===== src/verilog/bfx_pkg.sv =====
// package: opcodes, status bit layout, register map and carriers of the bit and flag unit
package bfx_pkg;

	// ****************************************
	// status register bit positions
	// ****************************************
	localparam int SR_C = 0;
	localparam int SR_Z = 1;
	localparam int SR_N = 2;
	localparam int SR_V = 3;
	localparam int SR_S = 4;
	localparam int SR_H = 5;
	localparam int SR_T = 6;
	localparam int SR_I = 7;
	localparam logic [7:0] STATUS_RST = 8'h00;

	// ****************************************
	// register map of the software port
	// ****************************************
	localparam logic [7:0] ADDR_STATUS = 8'h00;
	localparam logic [7:0] ADDR_INFO = 8'h01;
	localparam logic [7:0] ADDR_IO_BASE = 8'h10;
	localparam int INFO_BUSY = 0;
	localparam int INFO_COLLIDE = 1;
	localparam int IO_AW = 4;

	// ****************************************
	// timing
	// ****************************************
	localparam int IO_BIT_CYCLES = 2;
	localparam int SIMPLE_CYCLES = 1;

	// ****************************************
	// types
	// ****************************************
	typedef enum logic [4:0] {
		nop_op = 5'h00,
		sleep_op = 5'h01,
		watchdog_kick_op = 5'h02,
		break_op = 5'h03,
		set_io_bit_op = 5'h04,
		clear_io_bit_op = 5'h05,
		logical_left_shift_op = 5'h06,
		logical_right_shift_op = 5'h07,
		arith_right_shift_op = 5'h08,
		rotate_left_carry_op = 5'h09,
		rotate_right_carry_op = 5'h0a,
		swap_nibbles_op = 5'h0b,
		bit_to_transfer_op = 5'h0c,
		transfer_to_bit_op = 5'h0d,
		indexed_flag_set_op = 5'h0e,
		indexed_flag_clear_op = 5'h0f,
		carry_set_op = 5'h10,
		carry_clear_op = 5'h11,
		negative_set_op = 5'h12,
		negative_clear_op = 5'h13,
		zero_set_op = 5'h14,
		zero_clear_op = 5'h15,
		half_carry_set_op = 5'h16,
		half_carry_clear_op = 5'h17,
		transfer_set_op = 5'h18,
		transfer_clear_op = 5'h19,
		irq_global_on_op = 5'h1a,
		irq_global_off_op = 5'h1b,
		signed_flag_set_op = 5'h1c,
		signed_flag_clear_op = 5'h1d,
		overflow_set_op = 5'h1e,
		overflow_clear_op = 5'h1f
	} bfx_op_t;

	typedef enum logic [1:0] {
		st_idle = 2'b00,
		st_rmw = 2'b01
	} bfx_fsm_t;

	typedef struct packed {
		logic valid;
		bfx_op_t op;
		logic [2:0] bsel;
		logic [IO_AW-1:0] io_addr;
		logic [7:0] opd;
	} bfx_ins_t;

	typedef struct packed {
		logic valid;
		logic [7:0] data;
	} bfx_res_t;

	typedef struct packed {
		logic sleep;
		logic wdt_kick;
		logic brk;
	} bfx_pulse_t;

	typedef struct packed {
		logic hit;
		logic val;
		logic [2:0] idx;
	} bfx_flag_t;

	typedef struct packed {
		bfx_fsm_t fsm;
		logic ready;
		logic [7:0] status;
		bfx_res_t res;
		bfx_pulse_t pulse;
		logic [IO_AW-1:0] rmw_addr;
		logic [2:0] rmw_bsel;
		logic rmw_set;
		logic collide;
	} bfx_state_t;

endpackage


===== src/verilog/bfx_io_mem.sv =====
// io register space: one write port, two read ports with registered read data
module bfx_io_mem #(
	parameter int AW = 4,
	parameter int W = 8
) (
	input wire logic clock_i,
	input wire logic rst_n_i,
	input wire logic wr_en_i,
	input wire logic [AW-1:0] wr_addr_i,
	input wire logic [W-1:0] wr_data_i,
	input wire logic [AW-1:0] a_addr_i,
	output logic [W-1:0] a_q_o,
	input wire logic b_rd_en_i,
	input wire logic b_sel_mem_i,
	input wire logic [AW-1:0] b_addr_i,
	input wire logic [W-1:0] b_alt_i,
	output logic [W-1:0] b_q_o
);

	logic [W-1:0] mem [0:(1<<AW)-1];

	// reads return the word as it stood before a same-cycle write
	always_ff @(posedge clock_i)
	begin
		if (!rst_n_i)
		begin
			for (int i = 0; i < (1 << AW); i++)
				mem[i] <= '0;
			a_q_o <= '0;
			b_q_o <= '0;
		end
		else
		begin
			if (wr_en_i)
				mem[wr_addr_i] <= wr_data_i;
			a_q_o <= mem[a_addr_i];
			// software read data stand only in the cycle after the strobe
			if (b_rd_en_i)
				b_q_o <= b_sel_mem_i ? mem[b_addr_i] : b_alt_i;
			else
				b_q_o <= '0;
		end
	end

endmodule


===== src/verilog/bfx_exec_unit.sv =====
// bit, shift, rotate, flag and control execution unit with its status register and io bit space
//
// Behaviour
// - io bit set/clear: two cycles, no flags
// - shifts: one cycle, update Z C N V
// - rotate left through carry, one cycle
// - rotate right through carry, one cycle
// - bit store copies register bit into T
// - bit load copies T into register bit
// - dedicated and indexed single flag set/clear
// - signed flag set/clear, single cycle
// - overflow flag set/clear, single cycle
// - sleep and no-op: one cycle, no flags
// - watchdog kick: one cycle, restart pulse
// - break: debug pulse only, no flags
//
// Local design decisions: the plain strobed port and the placing of the registers.
module bfx_exec_unit (
	input wire logic clock_i,
	input wire logic rst_n_i,
	input wire bfx_pkg::bfx_ins_t ins_i,
	output logic ready_o,
	output bfx_pkg::bfx_res_t res_o,
	output logic [7:0] status_o,
	output bfx_pkg::bfx_pulse_t pulse_o,
	input wire logic [7:0] bus_addr_i,
	input wire logic [7:0] bus_wdata_i,
	input wire logic bus_wr_i,
	input wire logic bus_rd_i,
	output logic [7:0] bus_rdata_o
);
	import bfx_pkg::*;

	// ****************************************
	// decoding helpers
	// ****************************************
	function automatic logic is_io(input logic [7:0] a);
		is_io = (a[7:IO_AW] == ADDR_IO_BASE[7:IO_AW]);
	endfunction

	// maps each dedicated flag instruction onto a status bit and a value
	function automatic bfx_flag_t flag_target(input bfx_op_t op);
		bfx_flag_t f;
		f.hit = 1'b1;
		f.val = ~op[0];
		case (op)
			carry_set_op, carry_clear_op: f.idx = 3'(SR_C);
			negative_set_op, negative_clear_op: f.idx = 3'(SR_N);
			zero_set_op, zero_clear_op: f.idx = 3'(SR_Z);
			half_carry_set_op, half_carry_clear_op: f.idx = 3'(SR_H);
			transfer_set_op, transfer_clear_op: f.idx = 3'(SR_T);
			irq_global_on_op, irq_global_off_op: f.idx = 3'(SR_I);
			signed_flag_set_op, signed_flag_clear_op: f.idx = 3'(SR_S);
			overflow_set_op, overflow_clear_op: f.idx = 3'(SR_V);
			default:
			begin
				f.hit = 1'b0;
				f.idx = 3'h0;
			end
		endcase
		flag_target = f;
	endfunction

	// ****************************************
	// state and memory
	// ****************************************
	bfx_state_t s_reg;
	bfx_state_t s_next;
	logic accept;
	logic mem_wr_en;
	logic [IO_AW-1:0] mem_wr_addr;
	logic [7:0] mem_wr_data;
	logic [7:0] mem_a_q;
	logic [7:0] rd_alt;
	logic [7:0] sh_res;
	logic sh_c;
	logic [7:0] st;
	logic [7:0] bmask;
	bfx_flag_t ft;

	bfx_io_mem #(
		.AW(IO_AW),
		.W(8)
	) u_io_mem (
		.clock_i(clock_i),
		.rst_n_i(rst_n_i),
		.wr_en_i(mem_wr_en),
		.wr_addr_i(mem_wr_addr),
		.wr_data_i(mem_wr_data),
		.a_addr_i(ins_i.io_addr),
		.a_q_o(mem_a_q),
		.b_rd_en_i(bus_rd_i),
		.b_sel_mem_i(is_io(bus_addr_i)),
		.b_addr_i(bus_addr_i[IO_AW-1:0]),
		.b_alt_i(rd_alt),
		.b_q_o(bus_rdata_o)
	);

	// ****************************************
	// next state
	// ****************************************
	always_comb
	begin
		s_next = s_reg;
		s_next.res.valid = 1'b0;
		s_next.pulse = '0;
		accept = ins_i.valid && s_reg.ready;
		st = s_reg.status;
		sh_res = 8'h00;
		sh_c = 1'b0;
		bmask = 8'(8'h01 << s_reg.rmw_bsel);
		ft = flag_target(ins_i.op);
		mem_wr_en = 1'b0;
		mem_wr_addr = bus_addr_i[IO_AW-1:0];
		mem_wr_data = bus_wdata_i;

		// software read of the non-memory registers
		rd_alt = 8'h00;
		if (bus_addr_i == ADDR_STATUS)
			rd_alt = s_reg.status;
		else if (bus_addr_i == ADDR_INFO)
		begin
			rd_alt[INFO_BUSY] = (s_reg.fsm == st_rmw);
			rd_alt[INFO_COLLIDE] = s_reg.collide;
		end

		// software writes; an instruction that writes status in the same cycle overrides a status write
		if (bus_wr_i)
		begin
			if (bus_addr_i == ADDR_STATUS)
				s_next.status = bus_wdata_i;
			else if (bus_addr_i == ADDR_INFO && bus_wdata_i[INFO_COLLIDE])
				s_next.collide = 1'b0;
			else if (is_io(bus_addr_i))
				mem_wr_en = 1'b1;
		end

		// shifter datapath
		case (ins_i.op)
			logical_left_shift_op:
			begin
				sh_res = {ins_i.opd[6:0], 1'b0};
				sh_c = ins_i.opd[7];
			end
			logical_right_shift_op:
			begin
				sh_res = {1'b0, ins_i.opd[7:1]};
				sh_c = ins_i.opd[0];
			end
			arith_right_shift_op:
			begin
				sh_res = {ins_i.opd[7], ins_i.opd[7:1]};
				sh_c = ins_i.opd[0];
			end
			rotate_left_carry_op:
			begin
				sh_res = {ins_i.opd[6:0], s_reg.status[SR_C]};
				sh_c = ins_i.opd[7];
			end
			rotate_right_carry_op:
			begin
				sh_res = {s_reg.status[SR_C], ins_i.opd[7:1]};
				sh_c = ins_i.opd[0];
			end
			default:
			begin
				sh_res = 8'h00;
				sh_c = 1'b0;
			end
		endcase

		case (s_reg.fsm)
			st_idle:
			begin
				if (accept)
				begin
					// flag updates start from the held status so bits not named stay put
					case (ins_i.op)
						set_io_bit_op, clear_io_bit_op:
						begin
							s_next.fsm = st_rmw;
							s_next.ready = 1'b0;
							s_next.rmw_addr = ins_i.io_addr;
							s_next.rmw_bsel = ins_i.bsel;
							s_next.rmw_set = (ins_i.op == set_io_bit_op);
						end
						logical_left_shift_op, logical_right_shift_op, arith_right_shift_op,
						rotate_left_carry_op, rotate_right_carry_op:
						begin
							st[SR_C] = sh_c;
							st[SR_Z] = (sh_res == 8'h00);
							st[SR_N] = sh_res[7];
							st[SR_V] = sh_res[7] ^ sh_c;
							s_next.status = st;
							s_next.res.valid = 1'b1;
							s_next.res.data = sh_res;
						end
						swap_nibbles_op:
						begin
							s_next.res.valid = 1'b1;
							s_next.res.data = {ins_i.opd[3:0], ins_i.opd[7:4]};
						end
						bit_to_transfer_op:
						begin
							st[SR_T] = ins_i.opd[ins_i.bsel];
							s_next.status = st;
						end
						transfer_to_bit_op:
						begin
							s_next.res.valid = 1'b1;
							s_next.res.data = ins_i.opd;
							s_next.res.data[ins_i.bsel] = s_reg.status[SR_T];
						end
						indexed_flag_set_op, indexed_flag_clear_op:
						begin
							st[ins_i.bsel] = (ins_i.op == indexed_flag_set_op);
							s_next.status = st;
						end
						sleep_op:
							s_next.pulse.sleep = 1'b1;
						watchdog_kick_op:
							s_next.pulse.wdt_kick = 1'b1;
						break_op:
							s_next.pulse.brk = 1'b1;
						nop_op:
							s_next.res.valid = 1'b0;
						default:
						begin
							// dedicated flag ops, signed and overflow among them
							if (ft.hit)
							begin
								st[ft.idx] = ft.val;
								s_next.status = st;
							end
						end
					endcase
				end
			end
			st_rmw:
			begin
				// second cycle: write back the word read in the issue cycle
				mem_wr_en = 1'b1;
				mem_wr_addr = s_reg.rmw_addr;
				mem_wr_data = s_reg.rmw_set ? (mem_a_q | bmask) : (mem_a_q & ~bmask);
				// a software io write in this cycle is dropped; the sticky bit tells why
				if (bus_wr_i && is_io(bus_addr_i))
					s_next.collide = 1'b1;
				s_next.fsm = st_idle;
				s_next.ready = 1'b1;
			end
			default:
			begin
				s_next.fsm = st_idle;
				s_next.ready = 1'b1;
			end
		endcase
	end

	always_ff @(posedge clock_i)
	begin
		if (!rst_n_i)
		begin
			s_reg <= '0;
			s_reg.fsm <= st_idle;
			s_reg.ready <= 1'b1;
			s_reg.status <= STATUS_RST;
		end
		else
			s_reg <= s_next;
	end

	assign ready_o = s_reg.ready;
	assign res_o = s_reg.res;
	assign status_o = s_reg.status;
	assign pulse_o = s_reg.pulse;
endmodule


===== config.mk =====
export PLATFORM = sky130hd
export DESIGN_NAME = bfx_exec_unit
export DESIGN_NICKNAME = d
export VERILOG_FILES = /design/src/verilog/bfx_pkg.sv /design/src/verilog/bfx_io_mem.sv /design/src/verilog/bfx_exec_unit.sv
export SDC_FILE = /design/constraint.sdc
export NUM_CORES = 1
export LEC_CHECK = 0
export ABC_AREA = 1
export BUFFER_PORTS_ARGS = -buffer_cell sky130_fd_sc_hd__buf_2
export CAP_MARGIN = 20
export CORE_MARGIN = 2
export CORE_UTILIZATION = 45
export DETAILED_ROUTE_END_ITERATION = 7
export HOLD_SLACK_MARGIN = 0.03
export SLEW_MARGIN = 20
export SYNTH_ARGS = -nofsm -noshare
export SYNTH_HDL_FRONTEND = slang
export SYNTH_SLANG_ARGS = --single-unit
export TNS_END_PERCENT = 30

===== constraint.sdc =====
create_clock -name clock_i -period 2.9 [get_ports clock_i]
set_clock_uncertainty 0.1 [all_clocks]
set_input_delay 0.145 -clock clock_i [delete_from_list [all_inputs] [get_ports clock_i]]
set_output_delay 0.145 -clock clock_i [all_outputs]
set_load 0.005 [all_outputs]

* Word level (Yosys, flattened, before mapping) *
Memories as Yosys holds them, arrays and structs flattened. A register that Yosys moved wholly into a read port is not among the register bits.
Cells that the tools add are included.

word-level totals
  input port bits = 41
  memories = 1
  register bits after elaboration = 39
  logic and storage cells = 144
  bits in writable memories = 128
  output and inout bits = 29

cells by class
  mux-type cells = 49
  reduce and logical (&&, ||, !) cells = 34
  equality and inequality tests = 35
  bitwise gates (word level) = 5
  order comparisons = 4
  shift-type cells = 1

memory list
  memory        words  width  rd ports  clocked after memory_dff  write ports  RTL line          text
  u_io_mem.mem  16     8      2         1                         16           bfx_io_mem.sv:20  logic [W-1:0] mem [0:(1<<AW)-1];

operator list
  operator                                                    number
  equality test 5 bit, second input constant                  16
  2-to-1 mux 8 bit                                            8
  2-to-1 mux 28 bit                                           2
  equality test 5 x 4 -> 1 bit, second input constant         8
  one-hot mux 8 bit (5 select lines)                          1
  one-hot mux 8 bit (4 select lines)                          1
  bitwise mux 8 bit                                           3
  one-hot mux 8 bit (3 select lines)                          1
  2-to-1 mux 1 bit                                            23
  one-hot mux 3 bit (7 select lines)                          1
  equality test 5 x 3 -> 1 bit, second input constant         4
  OR reduction 2 bit                                          10
  zero test 8 bit                                             2
  OR reduction 16 bit                                         1
  OR reduction 8 bit                                          2
  equality test 5 x 2 -> 1 bit, second input constant         2
  AND reduction 3 bit                                         3
  AND 8 bit                                                   1
  equality test 8 x 1 -> 1 bit, second input constant         1
  less-than comparator 3 x 4 -> 1 bit, second input constant  2
  2-to-1 mux 4 bit                                            2
  inverter 8 bit                                              1
  bitwise OR 8 bit                                            1
  AND reduction 2 bit                                         4
  20 further kinds                                            28

* Logic depth before layout (Yosys ltp) *
  word-level depth = 12
  mapped depth = 14
  mapped depth without buffers = 14

* Modules after synthesis *
From an unflattened synthesis, not the netlist that was laid out.

second synthesis, totals
  cells, all modules = 1,412
  area, all modules = 10,362.4 µm²

by module, submodules not included
  module         area each (µm²)  times used  cells an instance  seq. area each (µm²)
  bfx_io_mem     7,623.6          1           948                4,164.0
  bfx_exec_unit  2,738.9          1           464                620.6

* Least setup slack after synthesis *
No wires, ideal clock.

  kind = register to register
  start point = register s_reg[30] (netlist name)
  end point = memory u_io_mem.mem[9][0], enable pin
  arrival = 1,665 ps
  required time = 2,471 ps
  cell stages (with the launch flop) = 10
  period minus slack after synthesis = 2,094 ps
  buffers on the path = 2
  path slack = 806 ps
  setup time = 329 ps
  cells stage by stage = dfxtp_1 > buf_4 > inv_2 > buf_2 > or2_1 > o21ai_2 > inv_2 > nor3_2 > nand2_1 > nand2_1

RTL lines
  item                    RTL line              text
  start, declared         bfx_exec_unit.sv:67   bfx_state_t s_reg;
  start signal, assigned  bfx_exec_unit.sv:269  s_reg <= s_next;
  end, declared           bfx_io_mem.sv:20

* Worst setup path after layout *
  start point = input port ins_i[16] (netlist name)
  end point = register s_reg, in the netlist res_o[3]

between the ends
  cells in the longest elaborated chain, start to end = 4
  elaborated cells on any way between the ends = 12
  those cells by class = eq/ne: 7; mux: 2; reduce/logical: 3

ends and longest elaborated chain
  item                                                                          RTL line                                    text
  start, declared                                                               bfx_exec_unit.sv:21                         input wire bfx_pkg::bfx_ins_t ins_i,
  equality test 5 x 3 -> 1 bit or equality test 5 x 4 -> 1 bit (tied branches)  bfx_exec_unit.sv:139, bfx_exec_unit.sv:178
  OR reduction 5 bit                                                            bfx_exec_unit.sv:178                        case (ins_i.op)
  nonzero test 3 bit (no line)                                                  --
  AND reduction 3 bit (no line)                                                 --

Parallel ways exist; a longest one is shown, timed or not.
A chain may end at the register's enable or synchronous reset.

==> impl_results.md <==
- CP Cell Sequence: dlygate4sd3_1 -> buf_2 -> nand2_1 -> nor2_1 -> nand2_1 -> a31oi_4 -> inv_1 -> nor2_1 -> a31oi_1 -> dlygate4sd3_1
- Post-detail-place hpwl: between 20000 and 25000 µm
- Sequential power share: 47.0%
- Crit Reg-Reg Endpoint: u_io_mem.mem[0][1]
- Detail Route Antenna Nets: 0
- WHS Endpoint: s_reg[0]
- WHS Path Cells: 4
- CP Launch Type: input pin
- Setup TNS: 0 ns
- Clk network pwr share: between 40% and 50%
- Post-Syn Nets: approximately 1300
- Gr ovfl total: 0
- Minimum clock period: 2.59 ns
- Run status: finished, final reports clean
- P_leak: 4.58 nW
- Largest net degree at the start of global routing: 57
- Combinational share of power: 13.0%
- H-Tree Depth: 4
- Largest stage delay on the critical path: roughly 0.56 ns
- Height of the die: 152 µm
- Synth Warn #: 0
- FF-to-FF path depth: 7
- Fraction of layout cells with a size suffix above 1: between 10 and 15%
- Total Power: approximately 0.006 W
- R2r startpoint: s_reg[30]
- CTS tree: yes
- Starting Density: 45.5%
- Vias/cell: approximately 5.9
- Clock root cell: clkbuf_16
- Distinct cells, synth: 36
- Global-route wire length before repair: 51000 µm
- Worst skew pair latency: 0.44 ns
- Via count: about 9400
- Die footprint: approximately 23000 µm²
- Drt wl/cell: between 20 and 25 µm
- Dpl cell area: roughly 11000 µm²
- Crit Path Category: input pin to register
- Worst setup EP type: register
- Nets: roughly 1300
- Sw frac: a little over a quarter
- Worst slew pin tran: around 0.66 ns
- Hold Crit Class: input pin to register
- Worst-path clk slew: around 0.070 ns
- Clock Path Buffers: 2
- Initial antenna violation count: 0
- Maximum vdd drop: about 0.00043 V
- Residual DRC: 0
- Max-cap violations: 0
- CP max FO: 13
- Critical path arrival: between 2 and 3 ns
- Area delta synth->final: 14.8%
- Vias in the first global route: between 8000 and 9000
- Synthesized area per cell: approximately 8.0 µm²
- Gr usage total: a little under 30%
- Slew headroom: 55.7%
- Hold_sp: bus_wdata_i[1]
- Max Slew Vio Count: 0
- Max Fclk: approximately 0.39 GHz
- Post-Route WL: approximately 34000 µm
- Number of flip-flops in the largest register: around 130
- TritonRoute pass-1 iters: 6
- R2R setup slack: between 0.6 and 0.7 ns
- TritonCTS Buffers: 17
- Synth Instances: about 1200
- Core area: 21600 µm²
- Endpoints failing setup: 0
- Number of port buffers: 69
- Slowest-stage cell, CP: dlygate4sd3_1
- Unrepaired setup endpoints after global routing: false
- DRT iter0 DRCs: 1393
- Synthesized cell area: slightly below 10000 µm²
- Final Core Density: about 52%
- # rows: 54
- TritonCTS Sinks: around 180
- IO Pins: 70
- Final Cycle Share: around 89%
- P_int: around 0.0044 W
- Fin. Hold Viols: 0
- Req. time, crit path: 3.12 ns
- Ant diodes: 0
- Routability Congestion: between 0.9 and 1
- Die X-Extent: around 150 µm
- Design area: about 11000 µm²
- Power Dens Cells: 534 nW/µm²
- NetSw: ~0.0016 W
- Seq/Total Area, Yosys: about half
- Flops & latches, synth: around 180
-- synth_stat cells (all sizes together) --
cell type / n / share of area, %
o31ai: 3 / 0.23
inv: 111 / 4.2
dfxtp: 47 / 9.6
nor2: 210 / 8.1
nand2: 147 / 5.7
clkbuf: 53 / 2.0
edfxtp: 128 / 39
o22ai: 9 / 0.57
buf: 36 / 2.3
a31oi: 18 / 1.2
o211ai: 47 / 3.6
nand3: 72 / 3.7
or2: 11 / 0.70
a22oi: 5 / 0.38
clkinv: 9 / 0.34
o2111ai: 1 / 0.089
o21ai: 161 / 8.2
xnor2: 1 / 0.089
nor3: 17 / 1.2
a21oi: 117 / 6.0
o32ai: 2 / 0.18
o21bai: 2 / 0.15
nand4: 8 / 0.57
o221ai: 21 / 1.9
-- kinds of logic after synthesis --
group	count (synthesis)	share of synthesized area, %
XOR/XNOR	1	0.0891
AND/OR/NAND/NOR	465	19.9
buffers and inverters	209	8.89
AO/OA/AOI/OAI	386	22.5
flip-flops	175	48.6
-- power groups by stage --
stage                     clock (W)  sequential [W]  combinational [W]
after floorplan                   0         0.00286           0.000470
after global placement            0         0.00289           0.000743
after detailed placement          0         0.00289           0.000744
after CTS                   0.00243         0.00283           0.000760
after global routing        0.00254         0.00284           0.000845
final                       0.00241         0.00283           0.000786
-- cell usage in the layout (no fill, tap or decap), drive strengths merged, types with 3 or more instances in the layout --
master,instances
o31ai,3
buf,121
nand4,8
clkinv,10
clkbuf,24
a21oi,117
o211ai,47
o22ai,9
nand2,147
a31oi,18
o221ai,21
or2,11
inv,117
a22oi,5
nor3,17
dlygate4sd3,14
nor2,210
dfxtp,47
edfxtp,128
nand3,72
o21ai,161
-- cell type report --
type,instances,area (µm²)
clock buffer,24,528
clock inverter,8,88.8
fill,2089,10300
inverter,120,450
multi-input combinational,852,4190
sequential,175,4780
tap,280,350
timing repair buffer,135,901
-- metrics by stage --
| step | instances | worst slack (ns) | hold WS [ns] |
|---|---|---|---|
| 6_report | 1594 | 0.306 | 0.0424 |
| 5_1_grt | 1594 | 0.139 | 0.0664 |
| 4_1_cts | 1592 | 0.00530 | 0.0332 |
| 3_5_place_dp | 1546 | 0.400 | 0.356 |
| 3_3_place_gp | 1546 | 0.490 | 0.348 |
| 2_1_floorplan | 1236 | 0.806 | 0.209 |
-- metal layers --
metal / vias to the layer above / GRT usage [%] / share of wire, %
li1: 4416 / - / -
met1: 4434 / 41.7 / 43
met2: 526 / 43.4 / 44
met3: 72 / 5.93 / 9.9
met4: 0 / 9.52 / 2.5
met5: - / 0 / 0
-- repair_timing --
action                                  in CTS  in global routing
gates resized for setup                      0                  1
buffers inserted                             0                  2
hold buffers                                14                  0
endpoints found under the setup margin       0                  2
hold endpoints to repair                    11                  0
-- how the worst max path moves through the flow --
stage | startpoint | to | slack, ns | cells after the start
after floorplan | s_reg[30] | u_io_mem.mem[9][0] | 0.81 | 9
after global routing | ins_i[16] | res_o[2] | 0.14 | 10
after global placement | bus_addr_i[7] | u_io_mem.mem[11][4] | 0.49 | 10
after detailed placement | bus_addr_i[7] | u_io_mem.mem[0][5] | 0.40 | 10
after CTS | ins_i[16] | res_o[3] | 0.005 | 10
final | ins_i[16] | res_o[3] | 0.31 | 10
-- worst max-delay path: cells and delay by family --
kind | cells | cell delay [ns]
AOI/OAI and AO/OA | 2 | 0.39
buffers and inverters | 4 | 1.54
and+or+nand+nor | 4 | 0.74
Note: power is estimated with default switching activity, not from simulation.
